--- src/core/sclt_params.svh ---
`ifndef SCLT_PARAMS_SVH
`define SCLT_PARAMS_SVH

// ----------------------------------------------------------------
// Register byte offsets
// ----------------------------------------------------------------
`define SCLT_A_CLKGATE 8'h00
`define SCLT_A_CAL_CTL0 8'h04
`define SCLT_A_CAL_CTL1 8'h08
`define SCLT_A_SEC 8'h0c
`define SCLT_A_MIN 8'h10
`define SCLT_A_HOUR 8'h14
`define SCLT_A_DAY 8'h18
`define SCLT_A_TMR_CTL 8'h1c
`define SCLT_A_TMR_MODE 8'h20
`define SCLT_A_TMR_RELOAD 8'h24
`define SCLT_A_EVT_LINK 8'h28
`define SCLT_A_IRQ_REQ 8'h2c
`define SCLT_A_IRQ_MASK 8'h30
`define SCLT_A_PORT 8'h34

// ----------------------------------------------------------------
// Field positions
// ----------------------------------------------------------------
`define SCLT_B_CLKGATE 7
`define SCLT_B_CAL_RUN 7
`define SCLT_B_HOLD_REQ 0
`define SCLT_B_HOLD_ST 1
`define SCLT_B_TMR_RUN 0
`define SCLT_B_UNDF 5
`define SCLT_B_IRQ 6
`define SCLT_B_EVT_SEL 0
`define SCLT_B_PIN 0
`define SCLT_B_SRC_LO 4

// ----------------------------------------------------------------
// Reset values and limits
// ----------------------------------------------------------------
`define SCLT_RST_RELOAD 16'h0005
`define SCLT_RST_MASK 1'b1
`define SCLT_SEC_MAX 8'h3b
`define SCLT_MIN_MAX 8'h3b
`define SCLT_HOUR_MAX 8'h17
`define SCLT_DAY_MAX 8'h1f
`define SCLT_DAY_FIRST 8'h01

// ----------------------------------------------------------------
// Timing
// ----------------------------------------------------------------
`define SCLT_CLK_PERIOD_NS 100
`define SCLT_SEC_NS 1000000000
`define SCLT_TICK_CYCLES ((`SCLT_SEC_NS) / (`SCLT_CLK_PERIOD_NS))

`endif

--- src/core/sclt_pkg.sv ---
package sclt_pkg;

  // ----------------------------------------------------------------
  // Types
  // ----------------------------------------------------------------
  typedef logic [1:0] sclt_htrans_t;

  typedef enum logic [2:0] {
    SCLT_CYC_NONE = 3'h0,
    SCLT_CYC_HALF = 3'h1,
    SCLT_CYC_SEC = 3'h2,
    SCLT_CYC_MIN = 3'h3,
    SCLT_CYC_HOUR = 3'h4,
    SCLT_CYC_DAY = 3'h5,
    SCLT_CYC_MON = 3'h6
  } sclt_cyc_e;

  typedef enum logic [1:0] {
    SCLT_MODE_TIMER = 2'h0
  } sclt_mode_e;

  typedef enum logic [2:0] {
    SCLT_SRC_EVENT = 3'h2
  } sclt_src_e;

  typedef enum logic [1:0] {
    SCLT_BUS_IDLE = 2'b01,
    SCLT_BUS_RDWAIT = 2'b10
  } sclt_bus_e;

endpackage

--- src/core/sclt_top.sv ---
`include "sclt_params.svh"

// Function
// - Timer counts event-link pulses in timer mode
// - Reload five, underflow every fifth pulse, continue
// - Run bit one counts, zero stops
// - Mask zero passes request, one blocks it
// - Calendar run bit starts and stops counters
// - Hold request freezes counters, allows access
// - Hold status reads one while held
// - Clearing hold request resumes counting
// - Underflow interrupt wakes processor in stop
// - Underflow flag sticky until software writes zero
// - Gate zero: clock stopped, writes ignored, reset
// - Gate one: calendar registers readable and writable
// - Same gate also controls interval timer
// - Event link routes calendar pulse to timer
// - Fixed-cycle select offers once per second
module sclt_top #(
  parameter int unsigned TICK_CYCLES = `SCLT_TICK_CYCLES,
  parameter int unsigned RELOAD_W = 16
) (
  input logic ref_clk,
  input logic reset,
  input logic hsel,
  input logic [31:0] haddr,
  input sclt_pkg::sclt_htrans_t htrans,
  input logic hwrite,
  input logic [2:0] hsize,
  input logic [31:0] hwdata,
  input logic hready,
  output logic hreadyout,
  output logic hresp,
  output logic [31:0] hrdata,
  input logic stop_state,
  output logic irq_req,
  output logic cpu_wake,
  output logic toggle_output_pin
);
  import sclt_pkg::*;

  localparam int unsigned PW = $clog2(TICK_CYCLES);
  localparam logic [PW-1:0] TICK_LAST = PW'(TICK_CYCLES - 1);
  localparam logic [PW-1:0] HALF_LAST = PW'(TICK_CYCLES / 2 - 1);

  // ----------------------------------------------------------------
  // Bus slave
  // ----------------------------------------------------------------
  sclt_bus_e bus_q;
  logic [7:0] a_q;
  logic a_hi_q;
  logic wr_pend_q;
  logic [31:0] hrdata_q;
  logic [31:0] rd_mux;
  logic take;

  assign take = hsel && htrans[1] && hready;
  assign hreadyout = (bus_q != SCLT_BUS_RDWAIT);
  assign hresp = 1'b0;
  assign hrdata = hrdata_q;

  always_ff @(posedge ref_clk) begin
    if (reset) begin
      a_q <= 8'h00;
      a_hi_q <= 1'b0;
    end else if (take) begin
      a_q <= haddr[7:0];
      a_hi_q <= (haddr[31:8] == 24'h000000);
    end
  end

  always_ff @(posedge ref_clk) begin
    if (reset) begin
      wr_pend_q <= 1'b0;
    end else begin
      wr_pend_q <= take && hwrite;
    end
  end

  // Reads take one wait state so a write just ahead is visible
  always_ff @(posedge ref_clk) begin
    if (reset) begin
      bus_q <= SCLT_BUS_IDLE;
      hrdata_q <= 32'h00000000;
    end else begin
      case (bus_q)
        SCLT_BUS_IDLE: begin
          if (take && !hwrite) begin
            bus_q <= SCLT_BUS_RDWAIT;
          end
        end
        SCLT_BUS_RDWAIT: begin
          hrdata_q <= rd_mux;
          bus_q <= SCLT_BUS_IDLE;
        end
        default: begin
          bus_q <= SCLT_BUS_IDLE;
        end
      endcase
    end
  end

  // ----------------------------------------------------------------
  // Registers
  // ----------------------------------------------------------------
  logic gate_q;
  logic cal_run_q;
  logic [2:0] cyc_sel_q;
  logic hold_req_q;
  logic hold_st_q;
  logic [7:0] sec_q;
  logic [7:0] min_q;
  logic [7:0] hour_q;
  logic [7:0] day_q;
  logic tmr_run_q;
  logic undf_q;
  logic [1:0] tmr_mode_q;
  logic [2:0] tmr_src_q;
  logic [RELOAD_W-1:0] reload_q;
  logic [RELOAD_W-1:0] cnt_q;
  logic evt_sel_q;
  logic irqf_q;
  logic mask_q;
  logic pin_q;
  logic wr_ok;
  logic wr_gated;

  assign wr_ok = wr_pend_q && a_hi_q;
  assign wr_gated = wr_ok && gate_q;

  always_ff @(posedge ref_clk) begin
    if (reset) begin
      gate_q <= 1'b0;
    end else if (wr_ok && a_q == `SCLT_A_CLKGATE) begin
      gate_q <= hwdata[`SCLT_B_CLKGATE];
    end
  end

  // Gate low holds calendar and timer state in reset
  always_ff @(posedge ref_clk) begin
    if (reset || !gate_q) begin
      cal_run_q <= 1'b0;
      cyc_sel_q <= SCLT_CYC_NONE;
    end else if (wr_gated && a_q == `SCLT_A_CAL_CTL0) begin
      cal_run_q <= hwdata[`SCLT_B_CAL_RUN];
      cyc_sel_q <= hwdata[2:0];
    end
  end

  always_ff @(posedge ref_clk) begin
    if (reset || !gate_q) begin
      hold_req_q <= 1'b0;
    end else if (wr_gated && a_q == `SCLT_A_CAL_CTL1) begin
      hold_req_q <= hwdata[`SCLT_B_HOLD_REQ];
    end
  end

  // Status follows the request one cycle late
  always_ff @(posedge ref_clk) begin
    if (reset || !gate_q) begin
      hold_st_q <= 1'b0;
    end else begin
      hold_st_q <= hold_req_q;
    end
  end

  // ----------------------------------------------------------------
  // Calendar
  // ----------------------------------------------------------------
  logic [PW-1:0] pre_q;
  logic cal_live;
  logic sec_tick;
  logic half_tick;
  logic pend_q;
  logic step;
  logic sec_wrap;
  logic min_wrap;
  logic hour_wrap;
  logic day_wrap;
  logic cyc_hit;
  logic cyc_tgl_q;
  logic cyc_pulse;

  assign cal_live = gate_q && cal_run_q;
  assign sec_tick = cal_live && (pre_q == TICK_LAST);
  assign half_tick = cal_live && (pre_q == HALF_LAST || pre_q == TICK_LAST);

  always_ff @(posedge ref_clk) begin
    if (reset || !cal_live) begin
      pre_q <= '0;
    end else if (pre_q == TICK_LAST) begin
      pre_q <= '0;
    end else begin
      pre_q <= pre_q + 1'b1;
    end
  end

  // A second that elapses during a hold is applied on release
  always_ff @(posedge ref_clk) begin
    if (reset || !gate_q) begin
      pend_q <= 1'b0;
    end else if (hold_st_q && sec_tick) begin
      pend_q <= 1'b1;
    end else if (!hold_st_q) begin
      pend_q <= 1'b0;
    end
  end

  assign step = !hold_st_q && (sec_tick || pend_q);
  assign sec_wrap = (sec_q == `SCLT_SEC_MAX);
  assign min_wrap = (min_q == `SCLT_MIN_MAX);
  assign hour_wrap = (hour_q == `SCLT_HOUR_MAX);
  assign day_wrap = (day_q == `SCLT_DAY_MAX);

  // Counters are writable only while held
  always_ff @(posedge ref_clk) begin
    if (reset || !gate_q) begin
      sec_q <= 8'h00;
    end else if (wr_gated && hold_st_q && a_q == `SCLT_A_SEC) begin
      sec_q <= hwdata[7:0];
    end else if (step) begin
      sec_q <= sec_wrap ? 8'h00 : sec_q + 8'h01;
    end
  end

  always_ff @(posedge ref_clk) begin
    if (reset || !gate_q) begin
      min_q <= 8'h00;
    end else if (wr_gated && hold_st_q && a_q == `SCLT_A_MIN) begin
      min_q <= hwdata[7:0];
    end else if (step && sec_wrap) begin
      min_q <= min_wrap ? 8'h00 : min_q + 8'h01;
    end
  end

  always_ff @(posedge ref_clk) begin
    if (reset || !gate_q) begin
      hour_q <= 8'h00;
    end else if (wr_gated && hold_st_q && a_q == `SCLT_A_HOUR) begin
      hour_q <= hwdata[7:0];
    end else if (step && sec_wrap && min_wrap) begin
      hour_q <= hour_wrap ? 8'h00 : hour_q + 8'h01;
    end
  end

  always_ff @(posedge ref_clk) begin
    if (reset || !gate_q) begin
      day_q <= `SCLT_DAY_FIRST;
    end else if (wr_gated && hold_st_q && a_q == `SCLT_A_DAY) begin
      day_q <= hwdata[7:0];
    end else if (step && sec_wrap && min_wrap && hour_wrap) begin
      day_q <= day_wrap ? `SCLT_DAY_FIRST : day_q + 8'h01;
    end
  end

  // Fixed-cycle pulse source
  always_comb begin
    case (sclt_cyc_e'(cyc_sel_q))
      SCLT_CYC_NONE: cyc_hit = 1'b0;
      SCLT_CYC_HALF: cyc_hit = half_tick;
      SCLT_CYC_SEC: cyc_hit = step;
      SCLT_CYC_MIN: cyc_hit = step && sec_wrap;
      SCLT_CYC_HOUR: cyc_hit = step && sec_wrap && min_wrap;
      SCLT_CYC_DAY: cyc_hit = step && sec_wrap && min_wrap && hour_wrap;
      default: cyc_hit = step && sec_wrap && min_wrap && hour_wrap && day_wrap;
    endcase
  end

  // Toggle is cleared only by reset, so gating off cannot fake an event
  always_ff @(posedge ref_clk) begin
    if (reset) begin
      cyc_tgl_q <= 1'b0;
    end else if (cyc_hit) begin
      cyc_tgl_q <= !cyc_tgl_q;
    end
  end

  sclt_evt_sync #(
    .STAGES(2)
  ) sclt_evt_sync_inst (
    .ref_clk(ref_clk),
    .reset(reset),
    .tgl_in(cyc_tgl_q),
    .pulse_out(cyc_pulse)
  );

  // ----------------------------------------------------------------
  // Event link and interval timer
  // ----------------------------------------------------------------
  logic tmr_evt;
  logic count_en;
  logic undf;

  always_ff @(posedge ref_clk) begin
    if (reset) begin
      evt_sel_q <= 1'b0;
    end else if (wr_ok && a_q == `SCLT_A_EVT_LINK) begin
      evt_sel_q <= hwdata[`SCLT_B_EVT_SEL];
    end
  end

  assign tmr_evt = evt_sel_q && cyc_pulse;
  assign count_en = gate_q && tmr_run_q && tmr_evt &&
    tmr_mode_q == SCLT_MODE_TIMER && tmr_src_q == SCLT_SRC_EVENT;
  assign undf = count_en && (cnt_q <= RELOAD_W'(1));

  always_ff @(posedge ref_clk) begin
    if (reset || !gate_q) begin
      tmr_mode_q <= SCLT_MODE_TIMER;
      tmr_src_q <= 3'h0;
    end else if (wr_gated && a_q == `SCLT_A_TMR_MODE) begin
      tmr_mode_q <= hwdata[1:0];
      tmr_src_q <= hwdata[`SCLT_B_SRC_LO +: 3];
    end
  end

  always_ff @(posedge ref_clk) begin
    if (reset || !gate_q) begin
      tmr_run_q <= 1'b0;
    end else if (wr_gated && a_q == `SCLT_A_TMR_CTL) begin
      tmr_run_q <= hwdata[`SCLT_B_TMR_RUN];
    end
  end

  // Set wins over a same-cycle clear; writing one has no effect
  always_ff @(posedge ref_clk) begin
    if (reset || !gate_q) begin
      undf_q <= 1'b0;
    end else if (undf) begin
      undf_q <= 1'b1;
    end else if (wr_gated && a_q == `SCLT_A_TMR_CTL && !hwdata[`SCLT_B_UNDF]) begin
      undf_q <= 1'b0;
    end
  end

  always_ff @(posedge ref_clk) begin
    if (reset || !gate_q) begin
      reload_q <= RELOAD_W'(`SCLT_RST_RELOAD);
    end else if (wr_gated && a_q == `SCLT_A_TMR_RELOAD) begin
      reload_q <= hwdata[RELOAD_W-1:0];
    end
  end

  always_ff @(posedge ref_clk) begin
    if (reset || !gate_q) begin
      cnt_q <= RELOAD_W'(`SCLT_RST_RELOAD);
    end else if (wr_gated && a_q == `SCLT_A_TMR_RELOAD) begin
      cnt_q <= hwdata[RELOAD_W-1:0];
    end else if (undf) begin
      cnt_q <= reload_q;
    end else if (count_en) begin
      cnt_q <= cnt_q - RELOAD_W'(1);
    end
  end

  // ----------------------------------------------------------------
  // Interrupt request, mask and port
  // ----------------------------------------------------------------
  always_ff @(posedge ref_clk) begin
    if (reset) begin
      irqf_q <= 1'b0;
    end else if (undf) begin
      irqf_q <= 1'b1;
    end else if (wr_ok && a_q == `SCLT_A_IRQ_REQ) begin
      irqf_q <= hwdata[`SCLT_B_IRQ];
    end
  end

  always_ff @(posedge ref_clk) begin
    if (reset) begin
      mask_q <= `SCLT_RST_MASK;
    end else if (wr_ok && a_q == `SCLT_A_IRQ_MASK) begin
      mask_q <= hwdata[`SCLT_B_IRQ];
    end
  end

  always_ff @(posedge ref_clk) begin
    if (reset) begin
      pin_q <= 1'b0;
    end else if (wr_ok && a_q == `SCLT_A_PORT) begin
      pin_q <= hwdata[`SCLT_B_PIN];
    end
  end

  assign irq_req = irqf_q && !mask_q;
  assign cpu_wake = irq_req && stop_state;
  assign toggle_output_pin = pin_q;

  // ----------------------------------------------------------------
  // Read mux
  // ----------------------------------------------------------------
  always_comb begin
    rd_mux = 32'h00000000;
    if (a_hi_q) begin
      case (a_q)
        `SCLT_A_CLKGATE: rd_mux[`SCLT_B_CLKGATE] = gate_q;
        `SCLT_A_CAL_CTL0: rd_mux[7:0] = {cal_run_q, 4'h0, cyc_sel_q};
        `SCLT_A_CAL_CTL1: rd_mux[1:0] = {hold_st_q, hold_req_q};
        `SCLT_A_SEC: rd_mux[7:0] = sec_q;
        `SCLT_A_MIN: rd_mux[7:0] = min_q;
        `SCLT_A_HOUR: rd_mux[7:0] = hour_q;
        `SCLT_A_DAY: rd_mux[7:0] = day_q;
        `SCLT_A_TMR_CTL: rd_mux[7:0] = {2'h0, undf_q, 4'h0, tmr_run_q};
        `SCLT_A_TMR_MODE: rd_mux[7:0] = {1'b0, tmr_src_q, 2'h0, tmr_mode_q};
        `SCLT_A_TMR_RELOAD: rd_mux[RELOAD_W-1:0] = cnt_q;
        `SCLT_A_EVT_LINK: rd_mux[`SCLT_B_EVT_SEL] = evt_sel_q;
        `SCLT_A_IRQ_REQ: rd_mux[`SCLT_B_IRQ] = irqf_q;
        `SCLT_A_IRQ_MASK: rd_mux[`SCLT_B_IRQ] = mask_q;
        `SCLT_A_PORT: rd_mux[`SCLT_B_PIN] = pin_q;
        default: rd_mux = 32'h00000000;
      endcase
    end
  end
endmodule

--- src/core/sclt_evt_sync.sv ---
module sclt_evt_sync #(
  parameter int unsigned STAGES = 2
) (
  input logic ref_clk,
  input logic reset,
  input logic tgl_in,
  output logic pulse_out
);

  logic [STAGES-1:0] sync_q;
  logic last_q;

  // Toggle crossing: each edge of the toggle yields one pulse
  always_ff @(posedge ref_clk) begin
    if (reset) begin
      sync_q <= '0;
    end else begin
      sync_q <= {sync_q[STAGES-2:0], tgl_in};
    end
  end

  always_ff @(posedge ref_clk) begin
    if (reset) begin
      last_q <= 1'b0;
    end else begin
      last_q <= sync_q[STAGES-1];
    end
  end

  assign pulse_out = sync_q[STAGES-1] ^ last_q;
endmodule

--- config.mk ---
export PLATFORM = sky130hd
export DESIGN_NAME = sclt_top
export DESIGN_NICKNAME = d
export VERILOG_FILES = /design/src/core/sclt_pkg.sv /design/src/core/sclt_top.sv /design/src/core/sclt_evt_sync.sv
export VERILOG_INCLUDE_DIRS = /design/src /design/src/core
export SDC_FILE = /design/constraint.sdc
export NUM_CORES = 1
export LEC_CHECK = 0
export ABC_AREA = 1
export BUFFER_PORTS_ARGS = -buffer_cell sky130_fd_sc_hd__buf_2
export CAP_MARGIN = 20
export CORE_MARGIN = 4
export CORE_UTILIZATION = 44
export CTS_BUF_LIST = sky130_fd_sc_hd__clkbuf_8
export DETAILED_ROUTE_END_ITERATION = 16
export HOLD_SLACK_MARGIN = 0.12
export SETUP_SLACK_MARGIN = 0.2
export SLEW_MARGIN = 20
export SYNTH_ARGS = -nofsm -noshare
export SYNTH_HDL_FRONTEND = slang
export SYNTH_SLANG_ARGS = --single-unit
export TNS_END_PERCENT = 10
--- constraint.sdc ---
create_clock -name ref_clk -period 3.2 [get_ports ref_clk]
set_input_delay 0.64 -clock ref_clk [delete_from_list [all_inputs] [get_ports ref_clk]]
set_output_delay 0.64 -clock ref_clk [all_outputs]
set_load 0.02 [all_outputs]
* Yosys cells after proc, flatten, opt, wreduce, memory -nomap -nowiden
Cells that the tools add are included.
** Word-level totals
- Register bits after elaboration :: 155
- Output and inout bits :: 37
- Input bits :: 75
** Operators by class
- Reductions and logical operators :: 63
- Muxes and demuxes :: 29
- Equality and inequality tests :: 29
- Bitwise operators :: 2
- $lt $le $gt $ge :: 1
- Add/subtract/negate cells :: 6
** Operator list (number)
- two-way mux 8 bit :: 13
- equality test 8 x 6 -> 1 bit (second input constant) :: 8
- two-way mux 16 bit :: 4
- equality test 8 x 5 -> 1 bit (second input constant) :: 6
- logical AND 1 bit :: 39
- adder 8 x 1 -> 8 bit (second input constant) :: 4
- case mux 4 bit (8 select lines) :: 1
- adder 24 x 1 -> 24 bit (second input constant) :: 1
- equality test 24 x 23 -> 1 bit (second input constant) :: 1
- equality test 24 bit (second input constant) :: 1
- zero test 24 bit :: 1
- equality test 8 x 4 -> 1 bit (second input constant) :: 2
- less-or-equal comparator 16 x 1 -> 1 bit (second input constant) :: 1
- case mux 1 bit (8 select lines) :: 2
- subtractor 16 x 1 -> 16 bit (second input constant) :: 1
- nonzero test 2 bit :: 6
- case mux 1 bit (11 select lines) :: 1
- equality test 3 x 2 -> 1 bit (second input constant) :: 3
- equality test 8 x 3 -> 1 bit (second input constant) :: 1
- zero test 8 bit :: 1
- zero test 1 bit :: 7
- case mux 1 bit (7 select lines) :: 1
- equality test 3 bit (second input constant) :: 2
- two-way mux 1 bit :: 6
- other kinds (13) :: 17

* Logic depth before layout (Yosys ltp)
Gate-level depths: netlist of run 1.
- Word-level depth :: 9
- Depth in mapped cells :: 13

* By module
Synthesis of run 1 repeated with hierarchy kept, for this count alone.
** Second synthesis, totals
- Cells, all modules :: 1229
- Area total of the unflattened synthesis :: 7978.9 um^2
** By module, submodules not included
- sclt_top :: area an instance 7881.3 um^2, sequential area each 2722.6 um^2, cells an instance 1216, times used 1
- sclt_evt_sync :: area an instance 97.6 um^2, sequential area each 60.1 um^2, cells an instance 13, times used 1

* Worst setup path before layout of run 1
Ideal clock, no wire load.
- Kind :: input -> output
- Start :: in stop_state
- End :: out cpu_wake
- Stages on the path :: 1
- Data arrival time :: 1161 ps
- Setup slack :: 1399 ps
- Required time :: 2560 ps
- Path buffers :: 0
- Cell sequence :: nor3b_1
** On the way
- Longest elaborated chain between the ends :: 1
** RTL lines
- start: declaration :: RTL line sclt_top.sv:35 : input logic stop_state,
- logical AND 1 bit :: RTL line sclt_top.sv:386 : assign cpu_wake = irq_req && stop_state;
- end: declaration :: RTL line sclt_top.sv:37 : output logic cpu_wake,
No other way between the ends.

* Worst setup path in the final report of run 1
- Start :: reg gate_q
- End :: reg min_q[5]
** On the way
- Longest elaborated chain between the ends :: 6
** RTL lines
- start: declaration :: RTL line sclt_top.sv:106 : logic gate_q;
- start signal: assignment :: RTL line sclt_top.sv:135 : gate_q <= hwdata[`SCLT_B_CLKGATE];
- logical AND 1 bit :: RTL line sclt_top.sv:184 : assign cal_live = gate_q && cal_run_q;
- logical AND 1 bit :: RTL line sclt_top.sv:185 : assign sec_tick = cal_live && (pre_q == TICK_LAST);
- logical OR 1 bit :: RTL line sclt_top.sv:209 : assign step = !hold_st_q && (sec_tick || pend_q);
- logical AND 1 bit :: RTL line sclt_top.sv:209
- logical AND 1 bit :: RTL line sclt_top.sv:231 : end else if (step && sec_wrap) begin
- nonzero test 2 bit (no source line)
- end signal: assignment :: RTL line sclt_top.sv:230 : min_q <= hwdata[7:0];
- end signal: assignment :: RTL line sclt_top.sv:232 : min_q <= min_wrap ? 8'h00 : min_q + 8'h01;
- end: declaration :: RTL line sclt_top.sv:112 : logic [7:0] min_q;
Parallel ways exist; a longest one is shown, timed or not.
A chain may end at the register's enable or synchronous reset.

==> reports/metrics.yaml, run 1 <==
die:
  die_w_um: 143
  initial_utilization_pct: 44.7
  io_pins: 112
  core-area_um2: 17900
  dieArea_um2: 20400
  chipHeight_um: 143
  rows: 49
worst_setup_path:
  crit_type: "flop to flop"
  critPathCaptureType: "flop"
  rr_startpoint: "gate_q"
  worst-r2r-setup-slack_ns: 0.86
  crit_fanout: 21
  r2r_end: "min_q[5]"
  required_ns: 3.51
  cp.arrival_ns: 2.65
  r2r.worst_path.cells: 9
  startpoint_type: "flop"
finish:
  final_cell_mix: "289 x nand2_1, 139 x dfxtp_1, 130 x inv_1"
  mostFrequentLayoutCell: "nand2_1"
  fillers: 1888
  syn_to_final_growth_pct: 11.6
  nets: 1373
  area.sequential_um2: 2780
  n_antenna_cell: 0
  drive_gt1_share_pct: 12.9
  multi_input_area_um2: 4460
  final_area_um2: 8940
sta:
  setup_viol: 0
  worst_pin_slew_ns: 0.903
  period_minus_slack_ns: 2.34
  skew_ns: 0.0146
  fmax_ghz: 0.427
  hold_violations: 0
  grt_setup_unrepaired: "false"
  report.final.slew_viol_count: 0
  setup_tns_ns: 0
  relSlewSlack_pct: 39.3
  fin_crit_sh_pct: 73.2
clock_network:
  cts_tree: "yes"
  cts-buffers-inserted: 17
  clockBufferDepth: 2
  ctsRootBufferMaster: "clkbuf_8"
  numClockSinks: 139
  cts.repair.resized: 0
  htreeDepth: 4
  worstSkewPairLatency_ns: 0.46
  cts_setup_buffers: 0
  clkTransAtPathRegs_ns: 0.08
  cts_hold_buf: 0
routing:
  wl_met3_um: 1280
  ant_nets: 0
  drtPass1Iterations: 9
  drcViolationCount: 0
  avgViaCountPerCell: 5.25
  dr_total_vias: 8047
  maxUsedRoutingLayer: "met4"
  wl_met1_um: 10700
  dr.first_iter.drc_count: 535
  wl_met2_um: 10800
  drt-total-wl_um: 23400
  wire_per_inst_um: 15.3
run:
  max_cap_violations: 0
global_route:
  grt_max_degree: 46
  grt_pass1_wl_um: 38000
  antenna_found_initial: 0
  grt_usage_pct: 23.4
  first_global_vias: 7240
  overflow: 0
yosys:
  async_reset_ff_share_pct: 0
  ys_seq_area_share_pct: 34.7
  synth_area_leader_cell: "dfxtp_1"
  ys.flop_type: "dfxtp_1"
  ys_top_cells_by_area: "dfxtp_1 35%, nand2_1 14%, nand3_1 7.1%"
  post_synth_num_cell_types: 46
  syn_inst: 1223
  syn_avg_cell_area_um2: 6.55
  synthesis.area_um2: 8010
  synth-edff-count: 0
  synth_top_area_share_pct: 34.7
  yosysWarnings: 0
  ys_seq_elements: 139
run_status:
  outcome: "finished, final reports clean"
hold_path:
  min_from: "sclt_evt_sync_inst.sync_q[0]"
  min_path_cells: 2
  hp-class: "flop to flop"
  min_to: "sclt_evt_sync_inst.sync_q[1]"
pwr:
  p_total_mw: 3.48
  power.static_leakage_nw: 3.58
  power_density_nw_per_um2: 389
  vdd_drop_max_mv: 0.232
placed_design:
  post-dp-hpwl_um: 17400
  post_dp_cell_area_um2: 8500
  place.gp.congestion: 0.951
  io_buffers: 74
state kept, by name, summed over array words and instances, names as in the netlist, 2 cells and up:
register                   count
a_q                            8
bus_q                          2
cnt_q                         16
cyc_sel_q                      3
day_q                          8
hour_q                         8
hrdata                        16
min_q                          8
pre_q                         24
reload_q                      16
sclt_evt_sync_inst.sync_q      2
sec_q                          8
tmr_mode_q                     2
tmr_src_q                      3
worst max path at each step:
stage | start | cells past startpoint | slack, ns | to
CTS | a_q[3] | 10 | 0.85 | cnt_q[7]
global route | a_q[3] | 10 | 0.51 | cnt_q[1]
global placement | a_q[3] | 11 | 0.90 | cnt_q[3]
detailed placement | a_q[3] | 10 | 0.87 | cnt_q[5]
floorplan | stop_state | 1 | 1.40 | cpu_wake
finish | gate_q | 9 | 0.86 | min_q[5]
power by group:
| group | leakage, nW | internal, mW | total [mW] | switching [mW] |
|---|---|---|---|---|
| clock network | 0.226 | 0.883 | 1.59 | 0.705 |
| registers | 1.12 | 1.73 | 1.74 | 0.00665 |
| logic | 2.23 | 0.0424 | 0.148 | 0.106 |
| total | 3.58 | 2.66 | 3.48 | 0.817 |
cells by family (layout without fill, tap and decap cells):
family,Yosys count,in the layout,synth area share (%)
simple gates,622,622,35.1
fa+ha+maj,7,7,1.09
xor+xnor,29,29,3.17
flops,139,139,34.7
buf+inv,192,257,10.4
compound gates,233,233,15.5
other cells,1,17,0.0468
through the flow:
stage	util [%]	worst slack (ns)	std cells	hold WS, ns
6_report	49.9	0.857	1533	0.404
5_1_grt	49.9	0.508	1533	0.419
4_1_cts	49.9	0.848	1533	0.401
3_5_place_dp	47.5	0.869	1501	0.396
2_1_floorplan	-	1.40	1239	0.388
3_3_place_gp	47.5	0.903	1501	0.391
per-layer routing:
metal	GRT usage [%]	up-vias
li1	-	4118
met1	31.7	3689
met2	37.3	198
met3	4.59	42
met4	7.95	0
met5	0	-
cells in the mapped netlist (10+ instances only):
| library cell | number |
|---|---|
| o21ai_1 | 10 |
| a21oi_1 | 112 |
| dfxtp_1 | 139 |
| xor2_1 | 23 |
| nor3_1 | 15 |
| nand3_1 | 113 |
| nand2_2 | 11 |
| inv_1 | 129 |
| nand2_1 | 289 |
| o22ai_1 | 22 |
| nand4_1 | 16 |
| nor2_1 | 124 |
| buf_2 | 12 |
| o21ai_0 | 74 |
| nand3b_1 | 10 |
| nor2_2 | 13 |
| clkbuf_1 | 17 |
| buf_4 | 19 |
worst max-delay path, stage by stage (launching register included):
cell and delay, ns:
dfxtp_1 0.46, inv_1 0.14, nor2_2 0.18, inv_2 0.12
nor2_2 0.23, nand2_1 0.46, nand2_1 0.34, o22ai_1 0.11
nand2_1 0.10, a21oi_1 0.06
layout make-up:
type / instances / area share [%]
clock buffer: 19 / 2.93
tap: 229 / 3.21
multi-input combinational: 908 / 49.9
inverter: 141 / 5.92
timing repair buffer: 84 / 4.98
sequential: 139 / 31.1
clock inverter: 13 / 1.95
(Power assumes the default switching activity.)
==> inputs of run 2 (changes only) <==
Settings changed: ABC_AREA 1 to 0.
Clock period 3.2 ns to 2.4 ns, I/O delays scaled along.
==> run 2 against run 1 <==
Net effect:
- fmax increased by 2.9%
- clock power increased by 34%
- non-clock buffer count grew 83
- clock skew fell by 0.0033 ns
- synthesized cell count is 22% lower
- final cell count shrank 15%
- die area decreased by 5.6%
- via count fell by 7.0%
- synthesized area down 6.0%
- largest cell class unchanged
==> reports/metrics.yaml, run 2 <==
die:
  rows: 47  # -4.1%
  io_pins: 112  # unchanged
  dieArea_um2: 19300  # -5.6%
  chipHeight_um: 139  # -2.9%
  initial_utilization_pct: 45.1  # +0.36 points
  die_w_um: 139  # -2.9%
  core-area_um2: 16700  # -6.7%
clock_network:
  numClockSinks: 139  # unchanged
  worstSkewPairLatency_ns: 0.46  # about the same
  clkTransAtPathRegs_ns: 0.08  # about the same
  cts_hold_buf: 0  # unchanged
  clockBufferDepth: 2  # unchanged
  ctsRootBufferMaster: "clkbuf_8"
  cts-buffers-inserted: 17  # unchanged
  cts_tree: "yes"
  htreeDepth: 4  # unchanged
routing:
  avgViaCountPerCell: 5.73  # +9.2%
  wire_per_inst_um: 17.5  # +15%
  dr_total_vias: 7481  # -7.0%
  drt-total-wl_um: 22800  # -2.5%
  ant_nets: 0  # unchanged
  drtPass1Iterations: 5  # -4
  dr.first_iter.drc_count: 645  # +21%
  drcViolationCount: 0  # unchanged
sta:
  setup_viol: 0  # unchanged
  relSlewSlack_pct: 66.4  # +27 points
  fin_ws_ns: 0.124  # -0.733 ns
  fmax_ghz: 0.439  # +2.9%
  worst_pin_slew_ns: 0.503  # -0.400 ns
  grt_setup_unrepaired: "true"
  report.final.slew_viol_count: 0  # unchanged
  setup_tns_ns: 0  # unchanged
  fin_crit_sh_pct: 94.8  # +22 points
  period_minus_slack_ns: 2.28  # -0.0668 ns
  hold_violations: 0  # unchanged
  skew_ns: 0.0114  # -0.00329 ns
hold_path:
  min_from: "haddr[2]"
  min_path_cells: 3  # +1
  min_to: "a_q[2]"
  hp-class: "primary input to flop"
placed_design:
  place_ws_ns: 0.00420  # -0.865 ns
  post-dp-hpwl_um: 16200  # -6.9%
  placedCellCount: 1265  # -16%
  place.gp.congestion: 0.946  # -0.52%
  io_buffers: 74  # unchanged
global_route:
  antenna_found_initial: 0  # unchanged
  grt_pass1_wl_um: 36600  # -3.8%
  first_global_vias: 6868  # -5.1%
  grt_max_degree: 38  # -17%
  overflow: 0  # unchanged
  grt_usage_pct: 23.1  # -0.28 points
finish:
  largest_reg_flops: 24  # unchanged
  final_cell_mix: "132 x dfxtp_1, 102 x nand2_1, 90 x nor2_1"
  nets: 1154  # -16%
  n_antenna_cell: 0  # unchanged
  final_cell_count_no_fill: 1305  # -15%
  syn_to_final_growth_pct: 22.0
  max_flop_register: "pre_q"
  drive_gt1_share_pct: 23.2  # +10 points
  mostFrequentLayoutCell: "dfxtp_1"
  fillers: 1612  # -15%
pwr:
  power_density_nw_per_um2: 505  # +30%
  vdd_drop_max_mv: 0.315  # +35%
  power.static_leakage_nw: 3.30  # -7.7%
worst_setup_path:
  rr_startpoint: "sec_q[1]"
  critPathCaptureType: "flop"
  cp_cell_sequence: "ha_4 -> or4bb_4 -> nand4b_1 -> buf_6 -> buf_4 -> nor3_1 -> buf_4 -> mux2i_1 -> a21oi_1"
  crit_type: "flop to flop"
  r2r_end: "day_q[1]"
  required_ns: 2.74  # -0.77 ns
  cp.arrival_ns: 2.62  # -0.03 ns
  r2r.worst_path.cells: 9  # unchanged
  crit_fanout: 6  # -71%
  critPathMaxStageDelay_ns: 0.46  # about the same
  timing.critical_path.mode_cell: "buf_4"
  startpoint_type: "flop"
  worst-r2r-setup-slack_ns: 0.12  # -0.73 ns
  cp_slowest_cell: "or4bb_4"
yosys:
  ys_seq_elements: 139  # unchanged
  synth_area_leader_cell: "dfxtp_1"
  synth_top_area_share_pct: 36.9  # +2.2 points
  async_reset_ff_share_pct: 0  # unchanged
  ys_seq_area_share_pct: 36.9  # +2.2 points
  yosysWarnings: 0  # unchanged
  synth-edff-count: 0  # unchanged
  syn_avg_cell_area_um2: 7.90  # +21%
  syn_inst: 953  # -22%
  synthesis.area_um2: 7530  # -6.0%
  synthTopCellsByCount: "139 x dfxtp_1, 104 x nand2_1, 91 x nor2_1"
  ys_top_cells_by_area: "dfxtp_1 37%, nand2_1 5.2%, a21oi_1 4.7%"
  post_synth_num_cell_types: 80  # +74%
  ys.flop_type: "dfxtp_1"
  yosysMostFrequentCell: "dfxtp_1"
run:
  max_cap_violations: 0  # unchanged
run_status:
  outcome: "finished, final reports clean"
run 2: final cells by class:
class	instances	area [µm²]	area share, %
multi-input cells	726	4480	48.8
flip-flops and latches	139	2790	30.4
clock buffers	18	248	2.70
inverters	21	78.8	0.858
clock inverters	14	195	2.12
well taps	220	275	3.00
repair buffers	167	1120	12.2
run 2: worst max path at each step:
stage                     cells past startpoint     start  slack (ns)        end
after floorplan                               8  pre_q[0]       -0.02  hour_q[7]
after global placement                        6  cnt_q[8]        0.03  cnt_q[11]
after detailed placement                      6  cnt_q[8]       0.004  cnt_q[11]
after CTS                                     6  cnt_q[6]        0.07  cnt_q[11]
after global routing                          9  sec_q[1]        0.03   day_q[1]
final                                         9  sec_q[1]        0.12   day_q[1]
run 2: cell families (layout without fill, tap and decap cells):
kind of cell	count (synthesis)	after routing	synth area share [%]
and+or+nand+nor	410	411	28.1
AOI/OAI and AO/OA	231	231	19.6
muxes	30	30	4.05
DFF	139	139	36.9
buffers and inverters	105	220	6.63
adders and majority gates	7	7	1.16
xor gates and xnor gates	30	30	3.49
other	1	17	0.0498
run 2: where the power goes:
group | internal [mW] | switching [mW]
sequential | 2.31 | 0.0112
combinational | 0.0646 | 0.123
clock | 1.16 | 0.967
run 2: timing repair:
action / in CTS / in global routing
pin swaps: 7 / 9
cloned: 2 / 0
setup endpoints to repair: 35 / 57
setup buffers: 3 / 3
gates resized for setup: 13 / 23
endpoints found under the hold margin: 0 / 0
run 2: metrics by stage:
stage / util (%) / hold slack [ns] / power [mW] / area (µm²)
after detailed placement: 51.1 / 0.427 / 2.56 / 8530
after global placement: 51.1 / 0.417 / 2.56 / 8530
after floorplan: - / 0.414 / 2.48 / 7600
after global routing: 55.0 / 0.255 / 4.80 / 9190
final: 55.0 / 0.257 / 4.64 / 9190
after CTS: 54.3 / 0.237 / 4.67 / 9070
run 2: critical path: cells and delay by family (launching register included):
kind            cells  cell delay [ns]
fa+ha+maj           1             0.13
compound gates      1             0.08
flops               1             0.36
mux                 1             0.18
buf+inv             3             0.51
simple gates        3             0.91
run 2: metal layers:
metal | vias up | track usage [%] | part of all wire [%] | wire length, µm
met5 | - | 0 | 0 | 0
li1 | 3668 | - | - | -
met4 | 0 | 7.78 | 1.9 | 422
met2 | 284 | 34.3 | 44 | 9970
met1 | 3495 | 33.1 | 47 | 10700
met3 | 34 | 5.24 | 7.6 | 1730
==> inputs of run 3 (changes only) <==
Settings changed: PLACE_DENSITY_LB_ADDON set to 0.05, RECOVER_POWER set to 50.
==> run 3 against run 2 <==
Net effect:
- design area increased by 0.79%
- sequential cell count unchanged
- hold slack improved by 0.0028 ns
- global-route usage increased by 1.1 points
- critical endpoint is now cnt_q[6]
- largest cell class unchanged
- largest power group unchanged
==> reports/metrics.yaml, run 3 (same netlist as run 2, synthesis figures left out) <==
routing:
  dr_total_vias: 7478  # -0.040%
  dr.first_iter.drc_count: 537  # -17%
  drtPass1Iterations: 5  # unchanged
  avgViaCountPerCell: 5.68  # -0.95%
  drt-total-wl_um: 23700  # +4.1%
  drcViolationCount: 0  # unchanged
  ant_nets: 0  # unchanged
  wire_per_inst_um: 18.0  # +3.2%
sta:
  relSlewSlack_pct: 30.6  # -36 points
  setup_tns_ns: 0  # unchanged
  hold-worst-slack_ns: 0.259  # +0.00284 ns
  setup_viol: 0  # unchanged
  fmax_ghz: 0.418  # -4.8%
  period_minus_slack_ns: 2.39  # +0.116 ns
  fin_crit_sh_pct: 99.7  # +4.8 points
  report.final.slew_viol_count: 0  # unchanged
  hold_violations: 0  # unchanged
  skew_ns: 0.00921  # -0.00215 ns
  grt_setup_unrepaired: "true"
  worst_pin_slew_ns: 1.04  # +0.539 ns
worst_setup_path:
  cp-startpoint: "cnt_q[8]"
  rr_startpoint: "cnt_q[8]"
  crit_fanout: 5  # -1
  required_ns: 2.78  # +0.04 ns
  cp.arrival_ns: 2.78  # +0.16 ns
  critPathCaptureType: "flop"
  r2r.worst_path.cells: 7  # -2
  crit_type: "flop to flop"
  startpoint_type: "flop"
die:
  dieArea_um2: 19300  # unchanged
  initial_utilization_pct: 45.1  # unchanged
  io_pins: 112  # unchanged
  rows: 47  # unchanged
  die_w_um: 139  # unchanged
  core-area_um2: 16700  # unchanged
  chipHeight_um: 139  # unchanged
clock_network:
  clkTransAtPathRegs_ns: 0.08  # about the same
  cts-buffers-inserted: 17  # unchanged
  worstSkewPairLatency_ns: 0.46  # about the same
  clockBufferDepth: 2  # unchanged
  htreeDepth: 4  # unchanged
  numClockSinks: 139  # unchanged
  cts_tree: "yes"
  ctsRootBufferMaster: "clkbuf_8"
  cts_hold_buf: 0  # unchanged
hold_path:
  min_from: "haddr[5]"
  hp-class: "primary input to flop"
  min_path_cells: 3  # unchanged
global_route:
  grt_usage_pct: 24.2  # +1.1 points
  antenna_found_initial: 0  # unchanged
  grt_max_degree: 42  # +11%
  overflow: 0  # unchanged
  first_global_vias: 7047  # +2.6%
  grt_pass1_wl_um: 37900  # +3.7%
finish:
  n_antenna_cell: 0  # unchanged
  drive_gt1_share_pct: 22.3  # -0.89 points
  largest_reg_flops: 24  # unchanged
  final_cell_mix: "132 x dfxtp_1, 103 x nand2_1, 89 x nor2_1"
  mostFrequentLayoutCell: "dfxtp_1"
  nets: 1166  # +1.0%
  final_core_util_pct: 55.4  # +0.43 points
  max_flop_register: "pre_q"
  final_cell_count_no_fill: 1317  # +0.92%
  syn_to_final_growth_pct: 22.9
placed_design:
  post-dp-hpwl_um: 16800  # +3.8%
  placedCellCount: 1271  # +0.47%
  place.gp.congestion: 0.910  # -3.8%
  io_buffers: 74  # unchanged
pwr:
  p_total_mw: 4.44  # -4.3%
  vdd_drop_max_mv: 0.355  # +13%
  power_density_nw_per_um2: 479  # -5.0%
  power.static_leakage_nw: 3.27  # -0.95%
run:
  max_cap_violations: 0  # unchanged
run_status:
  outcome: "finished, final reports clean"
## run 3: what timing repair did
action / 4_1_cts / 5_1_grt
endpoints found under the setup margin: 39 / 65
pin swaps: 11 / 43
cloned: 0 / 1
gates resized for setup: 12 / 53
setup buffers: 12 / 1
## run 3: critical path: stages (launching register included)
cell	delay [ns]
dfxtp_2	0.32
or4_4	0.52
or4b_4	0.55
buf_6	0.14
nor2_4	0.19
o21ai_1	0.09
a221o_1	0.37
a21oi_2	0.12
## run 3: cell type report
type	instances	area (µm²)
multi-input combinational	725	4520
timing repair buffer	180	1200
inverter	21	78.8
clock buffer	18	248
sequential	139	2790
clock inverter	14	146
fill	1644	7440
tap	220	275
## run 3: worst paths after layout
check / endpoint / slack [ns]
setup / recovery: cnt_q[6] / 0.008
hold / removal: a_q[5] / 0.26
setup reg to reg: cnt_q[6] / 0.008
hold reg to reg: sclt_evt_sync_inst.sync_q[1] / 0.44
## run 3: per-stage QoR
step | area [µm²] | worst slack [ns]
6_report | 9260 | 0.00785
3_3_place_gp | 8560 | 0.0000413
4_1_cts | 9090 | 0.0333
5_1_grt | 9260 | -0.0448
3_5_place_dp | 8560 | -0.0366
2_1_floorplan | 7600 | -0.0182
## run 3: power breakdown
part           total, mW  leakage [nW]  internal [mW]  switching (mW)
Clock               1.93         0.189          0.952           0.976
Combinational      0.193          1.96         0.0641           0.129
Sequential          2.32          1.12           2.31         0.00736
Total               4.44          3.27           3.32            1.11
## run 3: metal layers
metal  track usage (%)  wire [µm]  vias up
li1                  -          -     3692
met3              4.69       1330       38
met2              36.2      10400      233
met1              34.6      11500     3515
met4              8.65        560        0
met5                 0          0        -
